===== src/pkg/ddr2_ckeodt_pkg.sv =====
package ddr2_ckeodt_pkg;

	// =========================================================
	// register port
	localparam int unsigned REG_AW      = 4;
	localparam int unsigned REG_DW      = 32;
	localparam logic [3:0]  REG_STATUS  = 4'h0;
	localparam logic [3:0]  REG_TIMING  = 4'h4;
	localparam logic [3:0]  REG_EVENT   = 4'h8;

	// status fields
	localparam int unsigned ST_MODE_LSB = 0;
	localparam int unsigned ST_TERM     = 3;
	localparam int unsigned ST_ASYNC    = 4;
	localparam int unsigned ST_RTT_LSB  = 5;
	localparam int unsigned ST_READY    = 7;
	localparam int unsigned ST_BURST    = 8;
	localparam int unsigned ST_OPEN_LSB = 16;
	// timing fields and reset values, in clocks
	localparam int unsigned TM_ANPD_LSB = 0;
	localparam int unsigned TM_AXPD_LSB = 8;
	localparam logic [3:0]  ANPD_RST    = 4'h3;
	localparam logic [3:0]  AXPD_RST    = 4'h8;
	// event fields, write one to clear
	localparam int unsigned EV_LOST     = 0;
	localparam int unsigned EV_IGNORED  = 1;

	// =========================================================
	// timing
	localparam int unsigned CLK_PERIOD_NS = 25;
	localparam int unsigned T_MOD_NS      = 12;
	localparam int unsigned MOD_CYC_I     = (T_MOD_NS + CLK_PERIOD_NS - 1) / CLK_PERIOD_NS;
	localparam logic [1:0]  MOD_CYC       = (MOD_CYC_I < 1) ? 2'h1 : MOD_CYC_I[1:0];
	localparam logic [2:0]  AOND_CYC      = 3'h2;
	localparam logic [2:0]  AOFD_CYC      = 3'h2;
	localparam logic [3:0]  AGE_SAT       = 4'hf;
	localparam logic [2:0]  BURST4_CYC    = 3'h2;
	localparam logic [2:0]  BURST8_CYC    = 3'h4;
	localparam logic [2:0]  BL8_CODE      = 3'h3;

	// =========================================================
	// address bits carried by mode loads and precharge
	localparam int unsigned A_BL_LSB = 0;
	localparam int unsigned A_RTT_LO = 2;
	localparam int unsigned A_RTT_HI = 6;
	localparam int unsigned A_AP     = 10;
	localparam int unsigned A_PDX    = 12;
	localparam logic [2:0]  BA_MR    = 3'h0;
	localparam logic [2:0]  BA_EMR   = 3'h1;

	// commands as {cs_n, ras_n, cas_n, we_n}
	localparam logic [3:0] CMD_NOP   = 4'h7;
	localparam logic [3:0] CMD_READ  = 4'h5;
	localparam logic [3:0] CMD_WRITE = 4'h4;
	localparam logic [3:0] CMD_ACT   = 4'h3;
	localparam logic [3:0] CMD_PRE   = 4'h2;
	localparam logic [3:0] CMD_REF   = 4'h1;
	localparam logic [3:0] CMD_LOAD  = 4'h0;

	typedef enum logic [2:0] {
		M_RESET    = 3'b000,
		M_INIT     = 3'b001,
		M_ACTIVE   = 3'b010,
		M_PD_FAST  = 3'b011,
		M_PD_SLOW  = 3'b100,
		M_PD_PRE   = 3'b101,
		M_SELF_REF = 3'b110
	} mode_e;

endpackage


===== src/pkg/odt_req_if.sv =====
`timescale 1ns/1ps
`default_nettype none

interface odt_req_if;
	logic req;
	logic level;
	logic async_mode;
	logic term_on;

	modport ctl (output req, output level, output async_mode, input term_on);
	modport tmr (input req, input level, input async_mode, output term_on);
endinterface

`default_nettype wire


===== src/design/ddr2_cke_odt_ctl.sv =====
// Behaviour
// - CKE dropped asynchronously puts device in reset; contents lost; reinit restores operation.
// - In reset every input but CKE is ignored.
// - A read burst cut by reset may complete once CKE returns high.
// - ODT acts only after EMR enables it and the 12ns tMOD passes.
// - ODT category follows CKE state; ODT ignored in self refresh and right after enable.
// - Active and fast-exit power-down use synchronous ODT timing.
// - Slow-exit and precharge power-down use asynchronous ODT timing.
// - ODT fall before slow-exit or precharge power-down entry is synchronous only if tANPD met.
// - ODT rise before slow-exit or precharge power-down entry is synchronous only if tANPD met.
// - ODT fall after any power-down exit is synchronous only once tAXPD met.
// - ODT rise after slow or precharge exit is synchronous only once tAXPD met.
// - New termination from an EMR load applies within tMOD.
// - Nominal termination is taken from EMR address bits A6 and A2.
`timescale 1ns/1ps
`default_nettype none

module ddr2_cke_odt_ctl
	import ddr2_ckeodt_pkg::*;
(
	input  wire logic                          clk,
	input  wire logic                          rst,
	input  wire logic                          ce,
	input  wire logic                          cke,
	input  wire logic                          odt,
	input  wire logic [3:0]                    cmd,
	input  wire logic [2:0]                    ba,
	input  wire logic [13:0]                   addr,
	input  wire logic [ddr2_ckeodt_pkg::REG_AW-1:0] reg_addr,
	input  wire logic [ddr2_ckeodt_pkg::REG_DW-1:0] reg_wdata,
	input  wire logic                          reg_wr,
	input  wire logic                          reg_rd,
	output logic      [ddr2_ckeodt_pkg::REG_DW-1:0] reg_rdata,
	output logic                               term_on,
	output logic      [1:0]                    rtt_sel,
	output logic                               odt_async,
	output ddr2_ckeodt_pkg::mode_e             mode,
	output logic                               contents_lost,
	output logic                               rd_burst_active
);
	import ddr2_ckeodt_pkg::*;

	// =========================================================
	// helpers
	function automatic logic is_idle_cmd(input logic [3:0] c);
		return c[3] || (c == CMD_NOP);
	endfunction

	function automatic logic [3:0] age_inc(input logic [3:0] a);
		return (a == AGE_SAT) ? AGE_SAT : a + 4'h1;
	endfunction

	function automatic logic is_async_pd(input mode_e m);
		return (m == M_PD_SLOW) || (m == M_PD_PRE);
	endfunction

	// =========================================================
	// state
	typedef struct packed {
		mode_e             mode;
		logic              cke_q;
		logic              odt_q;
		logic [7:0]        open_rows;
		logic              mr12;
		logic [2:0]        bl;
		logic              mr_done;
		logic              emr_done;
		logic [1:0]        rtt_pend;
		logic [1:0]        rtt;
		logic [1:0]        mod_cnt;
		logic              odt_ready;
		logic [3:0]        odt_age;
		logic              last_async;
		logic [3:0]        exit_age;
		logic              exit_slow;
		logic [2:0]        burst_cnt;
		logic              burst_rd;
		logic              rd_act;
		logic [3:0]        anpd;
		logic [3:0]        axpd;
		logic              ev_lost;
		logic              ev_ignored;
		logic              lost_pulse;
		logic [REG_DW-1:0] rdata;
		logic              req;
		logic              level;
		logic              async_mode;
	} ctl_s;

	localparam ctl_s RESET_S = '{
		mode: M_RESET, odt_age: AGE_SAT, exit_age: AGE_SAT,
		anpd: ANPD_RST, axpd: AXPD_RST, default: '0
	};

	ctl_s s;
	ctl_s n;

	odt_req_if oreq ();

	odt_timer u_timer (
		.clk (clk),
		.rst (rst),
		.ce  (ce),
		.bus (oreq.tmr)
	);

	assign oreq.req        = s.req;
	assign oreq.level      = s.level;
	assign oreq.async_mode = s.async_mode;

	assign reg_rdata       = s.rdata;
	assign term_on         = oreq.term_on;
	assign rtt_sel         = s.rtt;
	assign odt_async       = s.last_async;
	assign mode            = s.mode;
	assign contents_lost   = s.lost_pulse;
	assign rd_burst_active = s.rd_act;

	logic cke_fall;
	logic cke_rise;
	logic odt_edge;
	logic edge_async;
	logic [REG_DW-1:0] status_word;

	always_comb begin
		cke_fall = s.cke_q && !cke;
		cke_rise = !s.cke_q && cke;
		odt_edge = (odt != s.odt_q);

		status_word = '0;
		status_word[ST_MODE_LSB +: 3] = s.mode;
		status_word[ST_TERM]          = oreq.term_on;
		status_word[ST_ASYNC]         = s.last_async;
		status_word[ST_RTT_LSB +: 2]  = s.rtt;
		status_word[ST_READY]         = s.odt_ready;
		status_word[ST_BURST]         = s.burst_cnt != 3'h0;
		status_word[ST_OPEN_LSB +: 8] = s.open_rows;

		// timing category of an ODT change in the present cycle
		edge_async = is_async_pd(s.mode);
		if (s.mode == M_ACTIVE && s.exit_age < s.axpd) begin
			if (!odt) begin
				edge_async = 1'b1;
			end else if (s.exit_slow) begin
				edge_async = 1'b1;
			end
		end
	end

	// =========================================================
	// next state
	always_comb begin
		n = s;
		n.cke_q      = cke;
		n.req        = 1'b0;
		n.lost_pulse = 1'b0;
		n.rdata      = '0;
		n.odt_age    = age_inc(s.odt_age);
		n.exit_age   = age_inc(s.exit_age);

		// burst counting freezes in reset and resumes when CKE returns
		if (s.burst_cnt != 3'h0 && s.mode != M_RESET) begin
			n.burst_cnt = s.burst_cnt - 3'h1;
		end

		// termination value lands tMOD after the EMR load
		if (s.mod_cnt != 2'h0) begin
			n.mod_cnt = s.mod_cnt - 2'h1;
			if (s.mod_cnt == 2'h1) begin
				n.rtt       = s.rtt_pend;
				n.odt_ready = s.rtt_pend != 2'h0;
				n.odt_q     = 1'b0;
			end
		end

		case (s.mode)
			M_RESET: begin
				// only CKE is looked at here
				if (cke_rise) begin
					n.mode = M_INIT;
				end
			end
			M_INIT: begin
				if (cke_fall) begin
					n.mode       = M_RESET;
					n.ev_lost    = 1'b1;
					n.lost_pulse = 1'b1;
				end else if (cmd == CMD_LOAD && ba == BA_MR) begin
					n.mr12    = addr[A_PDX];
					n.bl      = addr[A_BL_LSB +: 3];
					n.mr_done = 1'b1;
				end else if (cmd == CMD_LOAD && ba == BA_EMR) begin
					n.rtt_pend = {addr[A_RTT_HI], addr[A_RTT_LO]};
					n.mod_cnt  = MOD_CYC;
					n.emr_done = 1'b1;
				end
				if (s.mr_done && s.emr_done) begin
					n.mode = M_ACTIVE;
				end
			end
			M_ACTIVE: begin
				if (cke_fall && (!is_idle_cmd(cmd) && cmd != CMD_REF
						|| s.burst_cnt != 3'h0)) begin
					// an unplanned drop: array contents and settings are gone
					n            = RESET_S;
					n.cke_q      = cke;
					n.anpd       = s.anpd;
					n.axpd       = s.axpd;
					n.ev_ignored = s.ev_ignored;
					n.burst_cnt  = s.burst_cnt;
					n.burst_rd   = s.burst_rd;
					n.ev_lost    = 1'b1;
					n.lost_pulse = 1'b1;
				end else if (cke_fall) begin
					if (cmd == CMD_REF) begin
						n.mode = M_SELF_REF;
					end else if (s.open_rows == 8'h00) begin
						n.mode = M_PD_PRE;
					end else begin
						n.mode = s.mr12 ? M_PD_SLOW : M_PD_FAST;
					end
					// a recent ODT change too close to slow-exit or precharge power-down entry becomes asynchronous
					if (cmd != CMD_REF && s.odt_ready && s.odt_age < s.anpd
							&& !s.last_async && s.mr12 | (s.open_rows == 8'h00)) begin
						n.req        = 1'b1;
						n.level      = s.odt_q;
						n.async_mode = 1'b1;
						n.last_async = 1'b1;
					end
				end else begin
					case (cmd)
						CMD_ACT: n.open_rows[ba] = 1'b1;
						CMD_PRE: begin
							if (addr[A_AP]) begin
								n.open_rows = 8'h00;
							end else begin
								n.open_rows[ba] = 1'b0;
							end
						end
						CMD_READ, CMD_WRITE: begin
							n.burst_cnt = (s.bl == BL8_CODE) ? BURST8_CYC : BURST4_CYC;
							n.burst_rd  = cmd == CMD_READ;
						end
						CMD_LOAD: begin
							if (ba == BA_MR) begin
								n.mr12 = addr[A_PDX];
								n.bl   = addr[A_BL_LSB +: 3];
							end else if (ba == BA_EMR) begin
								// controller keeps ODT low across this window
								n.rtt_pend  = {addr[A_RTT_HI], addr[A_RTT_LO]};
								n.mod_cnt   = MOD_CYC;
								n.odt_ready = 1'b0;
							end
						end
						default: ;
					endcase
				end
			end
			M_PD_FAST, M_PD_SLOW, M_PD_PRE: begin
				if (cke_rise) begin
					n.mode      = M_ACTIVE;
					n.exit_age  = 4'h0;
					n.exit_slow = s.mode != M_PD_FAST;
				end
			end
			M_SELF_REF: begin
				if (odt_edge) begin
					n.ev_ignored = 1'b1;
				end
				if (cke_rise) begin
					n.mode = M_ACTIVE;
				end
			end
			default: n.mode = M_RESET;
		endcase

		// ODT changes only count once termination is enabled and settled
		if (s.odt_ready && odt_edge && s.mode != M_SELF_REF && s.mode != M_RESET
				&& s.mode != M_INIT && n.mode != M_RESET) begin
			n.odt_q      = odt;
			n.odt_age    = 4'h0;
			n.req        = 1'b1;
			n.level      = odt;
			n.async_mode = edge_async;
			n.last_async = edge_async;
		end

		// register port
		if (reg_rd) begin
			case (reg_addr)
				REG_STATUS: n.rdata = status_word;
				REG_TIMING: begin
					n.rdata[TM_ANPD_LSB +: 4] = s.anpd;
					n.rdata[TM_AXPD_LSB +: 4] = s.axpd;
				end
				REG_EVENT: begin
					n.rdata[EV_LOST]    = s.ev_lost;
					n.rdata[EV_IGNORED] = s.ev_ignored;
				end
				default: n.rdata = '0;
			endcase
		end
		if (reg_wr) begin
			case (reg_addr)
				REG_TIMING: begin
					n.anpd = reg_wdata[TM_ANPD_LSB +: 4];
					n.axpd = reg_wdata[TM_AXPD_LSB +: 4];
				end
				REG_EVENT: begin
					// a new event in the same cycle survives the clear
					n.ev_lost    = n.ev_lost & ~(reg_wdata[EV_LOST] & ~n.lost_pulse);
					n.ev_ignored = n.ev_ignored
						& ~(reg_wdata[EV_IGNORED] & ~(s.mode == M_SELF_REF && odt_edge));
				end
				default: ;
			endcase
		end

		// registered copy so the pin comes straight from a flop
		n.rd_act = n.burst_rd && (n.burst_cnt != 3'h0);
	end

	always_ff @(posedge clk) begin
		if (rst) begin
			s <= RESET_S;
		end else if (ce) begin
			s <= n;
		end
	end
endmodule

`default_nettype wire


===== src/design/odt_timer.sv =====
`timescale 1ns/1ps
`default_nettype none

module odt_timer
	import ddr2_ckeodt_pkg::*;
(
	input  wire logic clk,
	input  wire logic rst,
	input  wire logic ce,
	odt_req_if.tmr    bus
);
	import ddr2_ckeodt_pkg::*;

	typedef struct packed {
		logic [2:0] cnt;
		logic       pend;
		logic       term_on;
	} tmr_s;

	tmr_s s;
	tmr_s n;

	assign bus.term_on = s.term_on;

	always_comb begin
		n = s;
		if (bus.req && bus.async_mode) begin
			// asynchronous category: termination follows at once, cancels a pending sync change
			n.term_on = bus.level;
			n.cnt     = 3'h0;
		end else if (bus.req) begin
			n.cnt  = bus.level ? AOND_CYC : AOFD_CYC;
			n.pend = bus.level;
		end else if (s.cnt != 3'h0) begin
			n.cnt = s.cnt - 3'h1;
			if (s.cnt == 3'h1) begin
				n.term_on = s.pend;
			end
		end
	end

	always_ff @(posedge clk) begin
		if (rst) begin
			s <= '0;
		end else if (ce) begin
			s <= n;
		end
	end
endmodule

`default_nettype wire


===== config.mk =====
export PLATFORM = sky130hd
export DESIGN_NAME = ddr2_cke_odt_ctl
export DESIGN_NICKNAME = d
export VERILOG_FILES = /design/src/pkg/ddr2_ckeodt_pkg.sv /design/src/pkg/odt_req_if.sv /design/src/design/ddr2_cke_odt_ctl.sv /design/src/design/odt_timer.sv
export SDC_FILE = /design/constraint.sdc
export NUM_CORES = 1
export LEC_CHECK = 0
export BUFFER_PORTS_ARGS = -buffer_cell sky130_fd_sc_hd__buf_2
export CAP_MARGIN = 20
export CORE_MARGIN = 2
export CORE_UTILIZATION = 34
export CTS_CLUSTER_SIZE = 25
export DETAILED_ROUTE_END_ITERATION = 6
export PLACE_DENSITY = 0.56
export SKIP_CTS_REPAIR_TIMING = 1
export SLEW_MARGIN = 0
export SYNTH_ARGS = -nofsm -noshare
export SYNTH_HDL_FRONTEND = slang
export SYNTH_HIERARCHICAL = 1
export SYNTH_SLANG_ARGS = --single-unit

===== constraint.sdc =====
create_clock -name clk -period 3.83 [get_ports clk]
set_input_delay 0.9575 -clock clk [delete_from_list [all_inputs] [get_ports clk]]
set_output_delay 0.9575 -clock clk [all_outputs]
set_load 0.02 [all_outputs]

After elaboration in Yosys (flattened, before gate mapping)
Cells that the tools add are included.

Bits of input ports: 64. Logic and storage cells: 251. Bits in registers: 92.

Bitwise logic cells: 13. Eq/ne operators: 38. Mux-type cells: 96. Reductions and logical operators: 64. Order comparisons: 4. $add $sub $neg: 5.

Operator list (count): 3-bit two-way mux (25); 44-bit two-way mux (1); 20-bit case mux with 2 select lines (1); 35-bit two-way mux (1); 32-bit two-way mux (1); 4-bit two-way mux (8); 8-bit case mux with 2 select lines (2); 3-bit nonzero test (9); 2-bit two-way mux (13); 5-bit two-way mux (5); 12-bit two-way mux (2); 8-bit two-way mux (3); 1-bit logical AND (22); 1-bit two-way mux (19); 4-bit by 3-bit == test with 1-bit output (second input constant) (4); 4-bit AND reduction (4); 2-bit nonzero test (7); 13-bit two-way mux (1); 4-bit == test (second input constant) (3); 3-bit by 1-bit != test with 1-bit output (second input constant) (4); 2-bit case mux with 3 select lines (2); 3-bit case mux with 4 select lines (1); 4-bit case mux with 3 select lines (1); 10-bit two-way mux (1); other kinds (45) (80).

Depth between registers and ports, before layout
Gate-level depths: netlist of run 1.

Depth in word-level cells: 14. Depth in mapped cells: 10. Gate-level depth less buffers: 9.

Hierarchy
The synthesis of run 1 kept the hierarchy.

Modules (own cells, without submodules): ddr2_cke_odt_ctl (area an instance 4107.7 µm², instances 1, cells an instance 500); odt_timer (area an instance 316.6 µm², instances 1, cells an instance 36).

Worst setup path before layout of run 1
OpenSTA, ideal clock, no wires.

Path type: in2reg. From: input port cmd[1]. To: register s, in the netlist odt_async. Setup time: 0.115 ns. Slack: 1.164 ns. Data required time: 3.715 ns. Stages: 8. Buffers on the path: 1. Arrival: 2.551 ns. Cells stage by stage: buf_2 xor2_1 o21ai_0 a21boi_0 o211ai_2 nand3_2 o311a_1 o21a_1.

Longest elaborated chain between the ends: 12.

Ends and longest elaborated chain: start, declared (RTL line ddr2_cke_odt_ctl.sv:26) `input wire logic [3:0] cmd,`; 4-bit by 3-bit == test with 1-bit output (RTL line ddr2_cke_odt_ctl.sv:46) `return c[3] || (c == CMD_NOP);`; 1-bit logical OR (RTL line ddr2_cke_odt_ctl.sv:46); 1-bit logical NOT (RTL line ddr2_cke_odt_ctl.sv:202) `if (cke_fall && (!is_idle_cmd(cmd) && cmd != CMD_REF`; 1-bit logical AND (RTL line ddr2_cke_odt_ctl.sv:202); 1-bit logical OR (RTL line ddr2_cke_odt_ctl.sv:203) `|| s.burst_cnt != 3'h0)) begin`; 1-bit logical AND (RTL line ddr2_cke_odt_ctl.sv:202); 3-bit two-way mux (RTL line ddr2_cke_odt_ctl.sv:202); 3-bit case mux with 4 select lines (RTL line ddr2_cke_odt_ctl.sv:176) `case (s.mode)`; 3-bit nonzero test (RTL line ddr2_cke_odt_ctl.sv:279) `&& s.mode != M_INIT && n.mode != M_RESET) begin`; 1-bit logical AND (RTL line ddr2_cke_odt_ctl.sv:279); 3-bit nonzero test (no source line) or 2-bit nonzero test (tied branches); 4-bit AND reduction (no source line); end signal, assigned (RTL line ddr2_cke_odt_ctl.sv:327) `s <= n;`; end, declared (RTL line ddr2_cke_odt_ctl.sv:95) `ctl_s s;`.

Parallel ways exist; a longest one is shown, timed or not. The select of a mux whose other input is x is not followed. A chain may end at the register's enable or synchronous reset.

Final worst setup path of run 1
From: input port cmd[1]. To: register s[72] in the netlist's numbering.

Longest elaborated chain between the ends: 8.

Ends and longest elaborated chain (RTL line): 4-bit by 3-bit == test with 1-bit output (ddr2_cke_odt_ctl.sv:46); 1-bit logical OR (ddr2_cke_odt_ctl.sv:46); 1-bit logical NOT (ddr2_cke_odt_ctl.sv:202); 1-bit logical AND (ddr2_cke_odt_ctl.sv:202); 1-bit logical OR (ddr2_cke_odt_ctl.sv:203); 1-bit logical AND (ddr2_cke_odt_ctl.sv:202); 3-bit by 1-bit != test with 1-bit output (no source line) (tied with other cells); 7-bit AND reduction (no source line) or 8-bit case mux with 2 select lines (tied branches).

Parallel ways exist; a longest one is shown, timed or not.

==> key figures, run 1 <==
Status
  • Status: completed

Floorplan
  • Die span in y: around 120 µm
  • Boundary pin count: about 110
  • Row cnt: 41
  • Starting Density: 0.349
  • Die area: between 10000 and 15000 µm²
  • Core Box Area: about 13000 µm²
  • Die X-Extent: 118 µm

Worst setup path
  • Crit Path Category: input pin to flip-flop
  • Max stage delay on crit path: between 500 and 600 ps
  • Worst EP required: around 4000 ps
  • Crit end category: flip-flop
  • Startpoint Class: input pin
  • CP Max Fanout: 7
  • CP Data Arrival Time: just under 3000 ps
  • Crit path max-delay cell type: o21ai_0
  • CP cell instances: buf_2, xor2_1, o21ai_0, nor2_1, o21ai_0, mux2i_1, nor2_1

Cells and area
  • Final core occ: 0.388
  • Synth-to-layout area growth: 11.1%
  • Antenna cells: 0
  • Layout Cells excl Fill: approximately 730
  • Layout cell share with drive strength beyond 1: 0.160
  • Design area: about 4900 µm²
  • Layout Nets: between 600 and 700

Clock tree
  • CTS tree: yes
  • Num CTS Buffers: 9
  • Sink Count: 80
  • H-tree Lvls: 3
  • CTS max path bufs: 2
  • Root Buffer: clkbuf_16
  • Clock Pin Slew Worst Setup and Hold Paths: around 60 ps
  • Clock Latency Late Sink: 340 ps

Routing
  • Detailed Routing Iterations Pass 1: 4
  • Routed length per instance: ~15 µm
  • Initial drt markers: approximately 280
  • Routed Antenna Nets: 0
  • Remaining DRCs: 0
  • Vias: 3819
  • Final WL: about 11000 µm
  • Vias/cell: ~5.2

Place
  • Pre-CTS WS: around 740 ps
  • Placed Area: approximately 4600 µm²
  • HPWL after detailed placement: 7990 µm
  • PortBufs: 60
  • GP Congestion: between 0.8 and 0.9
  • Cells after DPL: between 700 and 800

Yosys
  • Syn Std Cell Area: around 4400 µm²
  • Ys Warns: 6
  • Post-synth EDFFs: 0
  • Distinct cells, synth: 61
  • Seq cells post-synth: 80
  • Syn Area/Cell: 8.25 µm²
  • Ys async rst share: 0
  • Register area share after synthesis: 0.362
  • Mapped Cells: 536
  • Main synth FF type: dfxtp_1

STA
  • Setup Viol. Count Final: 0
  • Clock Skew: between 7 and 8 ps
  • RSZ-0062 raised after global routing: no
  • Setup ws final: ~1100 ps
  • Final Slew Violations: 0
  • Crit path time final: between 2000 and 3000 ps
  • Setup_tns: 0 ps
  • Final hold violation count: 0
  • Relative slew slack: 0.528
  • Least-Margin Pin Slew: just over 700 ps
  • Max Clock Freq: ~360 MHz
  • Fin crit share: 0.724
  • Worst hold slack: about 460 ps

Global routing
  • GRT overflow: 0
  • Vias in the first global route: 3762
  • First-pass GRT wire length: between 15000 and 20000 µm
  • Largest net degree at the start of global routing: 66
  • Total Routing Usage GR: 0.168
  • Initial antenna violation count: 0

Power
  • Max IR drop VDD: about 200 µV
  • Tot Pwr: a little under 2 mW
  • Static Leak: approximately 2.0 nW
  • Pwr Density: ~400 nW/µm²

Hold path
  • Hold Crit Class: flip-flop to flip-flop

Job
  • Number of max-cap violations: 0
==> worst paths after layout <==
check | start | end | slack [ps] | cells after the start
worst max-delay path | cmd[1] | s[72]$_SDFFE_PP0P_ | 1060 | 7
worst min-delay path | s[47]$_SDFFE_PP0P_ | s[47]$_SDFFE_PP0P_ | 460 | 2
worst max register to register | mode[1]$_SDFFE_PP0P_ | rd_burst_active$_SDFFE_PP0P_ | 1120 | 7
worst min register to register | s[47]$_SDFFE_PP0P_ | s[47]$_SDFFE_PP0P_ | 460 | 2
==> flip-flops by register name, indices dropped and copies added (netlist names) <==
name / count
rtt_sel: 2
oreq.async_mode: 1
oreq.req: 1
rd_burst_active: 1
reg_rdata: 20
contents_lost: 1
odt_async: 1
u_timer/s: 4
mode: 3
u_timer/bus.term_on: 1
oreq.level: 1
s: 44
==> layout make-up <==
cell class	count	area (µm²)
tap	172	215
clock buffer	12	246
inverter	20	75.1
sequential	80	1600
timing repair buffer	66	345
fill	1325	7750
clock inverter	3	42.5
multi-input combinational	381	2390
==> logic make-up after synthesis <==
| kind of cell | Yosys count | synth area share |
|---|---|---|
| other cells | 1 | 0.000848 |
| simple gates | 178 | 0.205 |
| xor+xnor | 2 | 0.00396 |
| buf+inv | 86 | 0.107 |
| mux | 25 | 0.0574 |
| compound gates | 151 | 0.227 |
| flops | 80 | 0.362 |
| fa+ha+maj | 13 | 0.0368 |
==> Yosys cell counts, types with 5 or more instances <==
master	number	area, µm²
dfxtp_1	80	1600
nor2_1	56	210
mux2i_1	22	220
nand2_1	36	135
o21ai_0	30	150
a31oi_1	10	62.6
o211ai_1	7	52.6
clkbuf_1	20	75.1
nand4_1	5	31.3
nand3b_1	6	45.0
a22oi_1	17	128
inv_1	19	71.3
o21a_1	9	67.6
and2_1	5	31.3
nor2b_1	13	81.3
a211oi_1	10	75.1
nor3_1	9	45.0
a21oi_1	37	185
ha_1	13	163
buf_4	37	278
nand3_1	16	80.1
nand2b_1	12	75.1
==> metal layers <==
metal | up-vias | wire [µm] | track usage
met1 | 1785 | 5420 | 0.224
met4 | 0 | 199 | 0.0730
met2 | 98 | 5030 | 0.261
met3 | 14 | 610 | 0.0373
li1 | 1922 | - | -
met5 | - | 0 | 0
==> where the power goes <==
group	total, mW	internal (mW)	switching [mW]	leakage, nW
Combinational	0.251	0.0950	0.156	1.25
Sequential	0.873	0.851	0.0216	0.647
Clock	0.848	0.518	0.329	0.139
==> cell usage in the layout (no fill, tap or decap), types with 9 or more instances in the layout <==
cell and instances:
a211oi_1 10, a21oi_1 37, a22oi_1 17, a31oi_1 10, buf_2 60, clkbuf_16 9
conb_1 12, dfxtp_1 80, ha_1 13, inv_1 19, mux2i_1 22, nand2_1 36
nand2b_1 12, nand3_1 16, nor2_1 56, nor2b_1 13, nor3_1 9, o21a_1 9
o21ai_0 30
==> worst max-delay path, delay by kind of cell <==
| family | cells | cell delay, ps |
|---|---|---|
| compound gates | 2 | 1050 |
| simple gates | 2 | 380 |
| mux | 1 | 240 |
| xor+xnor | 1 | 190 |
| buf+inv | 1 | 150 |
(Power assumes the default switching activity.)
==> run 2: changes to the inputs <==
--- a/config.mk
+++ b/config.mk
@@ -5,6 +5,7 @@
 export SDC_FILE = /design/constraint.sdc
 export NUM_CORES = 1
 export LEC_CHECK = 0
+export ABC_AREA = 1
 export BUFFER_PORTS_ARGS = -buffer_cell sky130_fd_sc_hd__buf_2
 export CAP_MARGIN = 20
 export CORE_MARGIN = 2
==> constraint.sdc (replaced) <==
create_clock -name clk -period 2.7 [get_ports clk]
set_input_delay 0.675 -clock clk [delete_from_list [all_inputs] [get_ports clk]]
set_output_delay 0.675 -clock clk [all_outputs]
set_load 0.02 [all_outputs]
==> run 2 against run 1 <==
Die area increased by 2.1%; flip-flop and latch count stayed put; first-iteration DRC count down 18%; via count is 11% higher; synthesized area rose by 2.2%; clock power is 54% higher; sequential share of layout area shrank 1.4 points; wire length rose by 3.6%; power increased by 56%; hold slack better by 2.2 ps; non-clock buffer count increased by 5; clock skew about the same; largest cell class unchanged.
==> key figures, run 2 <==
Routing
  • Routed Antenna Nets: 0 (unchanged)
  • Initial drt markers: 228 (-18%)
  • Vias/cell: 4.89 (-6.0%)
  • Routed length per instance: 13.5 µm (-12%)
  • Final WL: 11700 µm (+3.6%)
  • Vias: 4223 (+11%)
  • Remaining DRCs: 0 (unchanged)
  • Detailed Routing Iterations Pass 1: 4 (unchanged)

Cells and area
  • Largest register FFs: 44 (unchanged)
  • Synth-to-layout area growth: 13.5%
  • Layout Nets: 760 (+20%)
  • Antenna cells: 0 (unchanged)
  • Most frequent cells in the layout: nand2_1, dfxtp_1, inv_1
  • Commonest non-fill, non-tap cell in the layout: nand2_1
  • Layout cell share with drive strength beyond 1: 0.178 (+0.0174)
  • Filler cells: 1408 (+6.3%)
  • Biggest register: s

Floorplan
  • Die X-Extent: 119 µm (+1.1%)
  • Core Box Area: 13100 µm² (+3.7%)
  • Row cnt: 42 (+2.4%)
  • Boundary pin count: 105 (unchanged)
  • Starting Density: 0.344 (-0.00498)
  • Die area: 14200 µm² (+2.1%)
  • Die span in y: 119 µm (+1.1%)

STA
  • Clock Skew: 7.35 ps (+0.0740 ps)
  • Setup Viol. Count Final: 0 (unchanged)
  • Setup ws final: 524 ps (-532 ps)
  • Max Clock Freq: between 400 and 500 MHz
  • Final Slew Violations: 0 (unchanged)
  • RSZ-0062 raised after global routing: no
  • Setup_tns: 0 ps (unchanged)
  • Relative slew slack: 0.654 (+0.126)
  • Fin crit share: 0.806
  • Final hold violation count: 0 (unchanged)
  • Least-Margin Pin Slew: 514 ps (-194 ps)
  • Crit path time final: between 2000 and 2500 ps

Power
  • Clk pwr share: 0.427 (-0.003)
  • Sw power: 0.824 mW (+63%)
  • Comb pwr share: 0.157 (+0.030)
  • Sequential Power Share: 0.416 (-0.027)
  • Switch share: 0.268 (+0.0107)
  • Static Leak: 2.36 nW (+16%)
  • Pint: 2.25 mW (+54%)
  • Pwr Density: 599 nW/µm² (+49%)
  • Max IR drop VDD: 331 µV (+65%)

Yosys
  • Syn Std Cell Area: 4520 µm² (+2.2%)
  • Syn Area/Cell: 7.00 µm² (-15%)
  • Ys Warns: 6 (unchanged)
  • Mapped Cells: 646 (+21%)
  • Distinct cells, synth: 41 (-33%)
  • Main synth FF type: dfxtp_1
  • Synth area leaders: dfxtp_1, nand2_1, inv_1
  • Post-synth EDFFs: 0 (unchanged)
  • Post-synth top cells: nand2_1, dfxtp_1, inv_1
  • Top cell type's share of synthesized area: 0.354 (-0.00781)
  • Largest area contributor in the synthesized netlist: dfxtp_1
  • Register area share after synthesis: 0.354 (-0.00781)
  • Seq cells post-synth: 80 (unchanged)
  • Ys async rst share: 0 (unchanged)
  • Most common cell in the netlist: nand2_1

Clock tree
  • CTS tree: yes
  • Clock Latency Late Sink: 330 ps (about the same)
  • H-tree Lvls: 3 (unchanged)
  • Sink Count: 80 (unchanged)
  • Clock Pin Slew Worst Setup and Hold Paths: 60 ps (about the same)
  • Root Buffer: clkbuf_16
  • CTS max path bufs: 2 (unchanged)
  • Num CTS Buffers: 9 (unchanged)

Place
  • GP Congestion: 0.879 (-0.90%)
  • HPWL after detailed placement: 8760 µm (+9.7%)
  • PortBufs: 60 (unchanged)
  • Pre-CTS WS: 293 ps (-445 ps)

Worst setup path
  • Crit Path Category: flip-flop to flip-flop
  • CP Data Arrival Time: 2400 ps (-570 ps)
  • Crit end category: flip-flop
  • Startpoint Class: flip-flop
  • Worst EP required: 2920 ps (-1110 ps)
  • CP Max Fanout: 13 (+6)

Global routing
  • Vias in the first global route: 3982 (+5.8%)
  • GRT overflow: 0 (unchanged)
  • First-pass GRT wire length: 19200 µm (+1.1%)
  • Total Routing Usage GR: 0.169 (about the same)
  • Initial antenna violation count: 0 (unchanged)
  • Largest net degree at the start of global routing: 43 (-35%)

Status
  • Status: completed

Job
  • Number of max-cap violations: 0 (unchanged)

Hold path
  • Hold Crit Class: flip-flop to flip-flop
run 2: cell count changes in the layout (fill, tap and decap cells not counted), sizes merged, moves of 6 or more:
cell,delta
o221ai,+6
nand3,+15
nand2b,-12
o21a,-6
nand4,+9
inv,+73
mux2i,-22
o21ai,+13
nor3,+7
nor2,+10
nand2,+76
a21oi,+20
nor2b,-13
run 2: final timing paths:
check | start | end | slack (ps) | cells after the start
max | mode[0]$_SDFFE_PP0P_ | oreq.async_mode$_SDFFE_PP0P_ | 520 | 13
min | reg_rdata[10]$_SDFFE_PP0P_ | reg_rdata[10]$_SDFFE_PP0P_ | 460 | 2
max reg2reg | mode[0]$_SDFFE_PP0P_ | oreq.async_mode$_SDFFE_PP0P_ | 520 | 13
min reg2reg | reg_rdata[10]$_SDFFE_PP0P_ | reg_rdata[10]$_SDFFE_PP0P_ | 460 | 2
run 2: cells by family (layout without fill, tap and decap cells):
kind of cell / Yosys count / after routing / synth area share
flops: 80 / 80 / 0.354
simple gates: 242 / 242 / 0.240
xor+xnor: 3 / 3 / 0.00581
buf+inv: 150 / 180 / 0.156
compound gates: 157 / 157 / 0.207
other cells: 1 / 12 / 0.000829
fa+ha+maj: 13 / 13 / 0.0360
run 2: area by class of cell:
type	count	area, µm²	area share
Clock inverter	3	65.1	0.0127
Timing Repair Buffer	71	383	0.0746
Clock buffer	12	256	0.0500
Sequential cell	80	1600	0.312
Multi-Input combinational cell	427	2250	0.439
Tap cell	176	220	0.0429
Inverter	94	353	0.0687
run 2: layer usage:
| layer | track usage | share of wire | vias to the layer above |
|---|---|---|---|
| met4 | 0.0632 | 0.018 | 0 |
| met1 | 0.221 | 0.46 | 1923 |
| li1 | - | - | 2180 |
| met3 | 0.0307 | 0.052 | 15 |
| met2 | 0.276 | 0.47 | 105 |
| met5 | 0 | 0 | - |
run 2: worst max-delay path, stage by stage (launching register included):
cell	delay (ps)
dfxtp_1	500
inv_2	140
nand3_1	260
inv_2	190
nand2_2	120
nor2_1	60
nor2_2	130
nand3_2	110
nand2_4	140
inv_2	50
nand2_1	50
nand2_1	80
nor2_1	170
nor2_1	70
run 2: through the flow:
step           total power, mW  utilization  instance area (µm²)  std cells  hold WS (ps)
2_1_floorplan             1.67            -                 4560        657           439
3_3_place_gp              1.77        0.366                 4810        848           452
3_5_place_dp              1.79        0.366                 4810        848           456
4_1_cts                   3.11        0.391                 5130        863           466
5_1_grt                   3.23        0.391                 5130        863           484
6_report                  3.08        0.391                 5130        863           461
run 2: power by group through the flow:
stage | clock (mW) | sequential (mW) | combinational, mW
floorplan | 0 | 1.29 | 0.375
global route | 1.40 | 1.29 | 0.547
detailed placement | 0 | 1.30 | 0.482
global placement | 0 | 1.30 | 0.466
finish | 1.31 | 1.28 | 0.484
CTS | 1.35 | 1.28 | 0.485
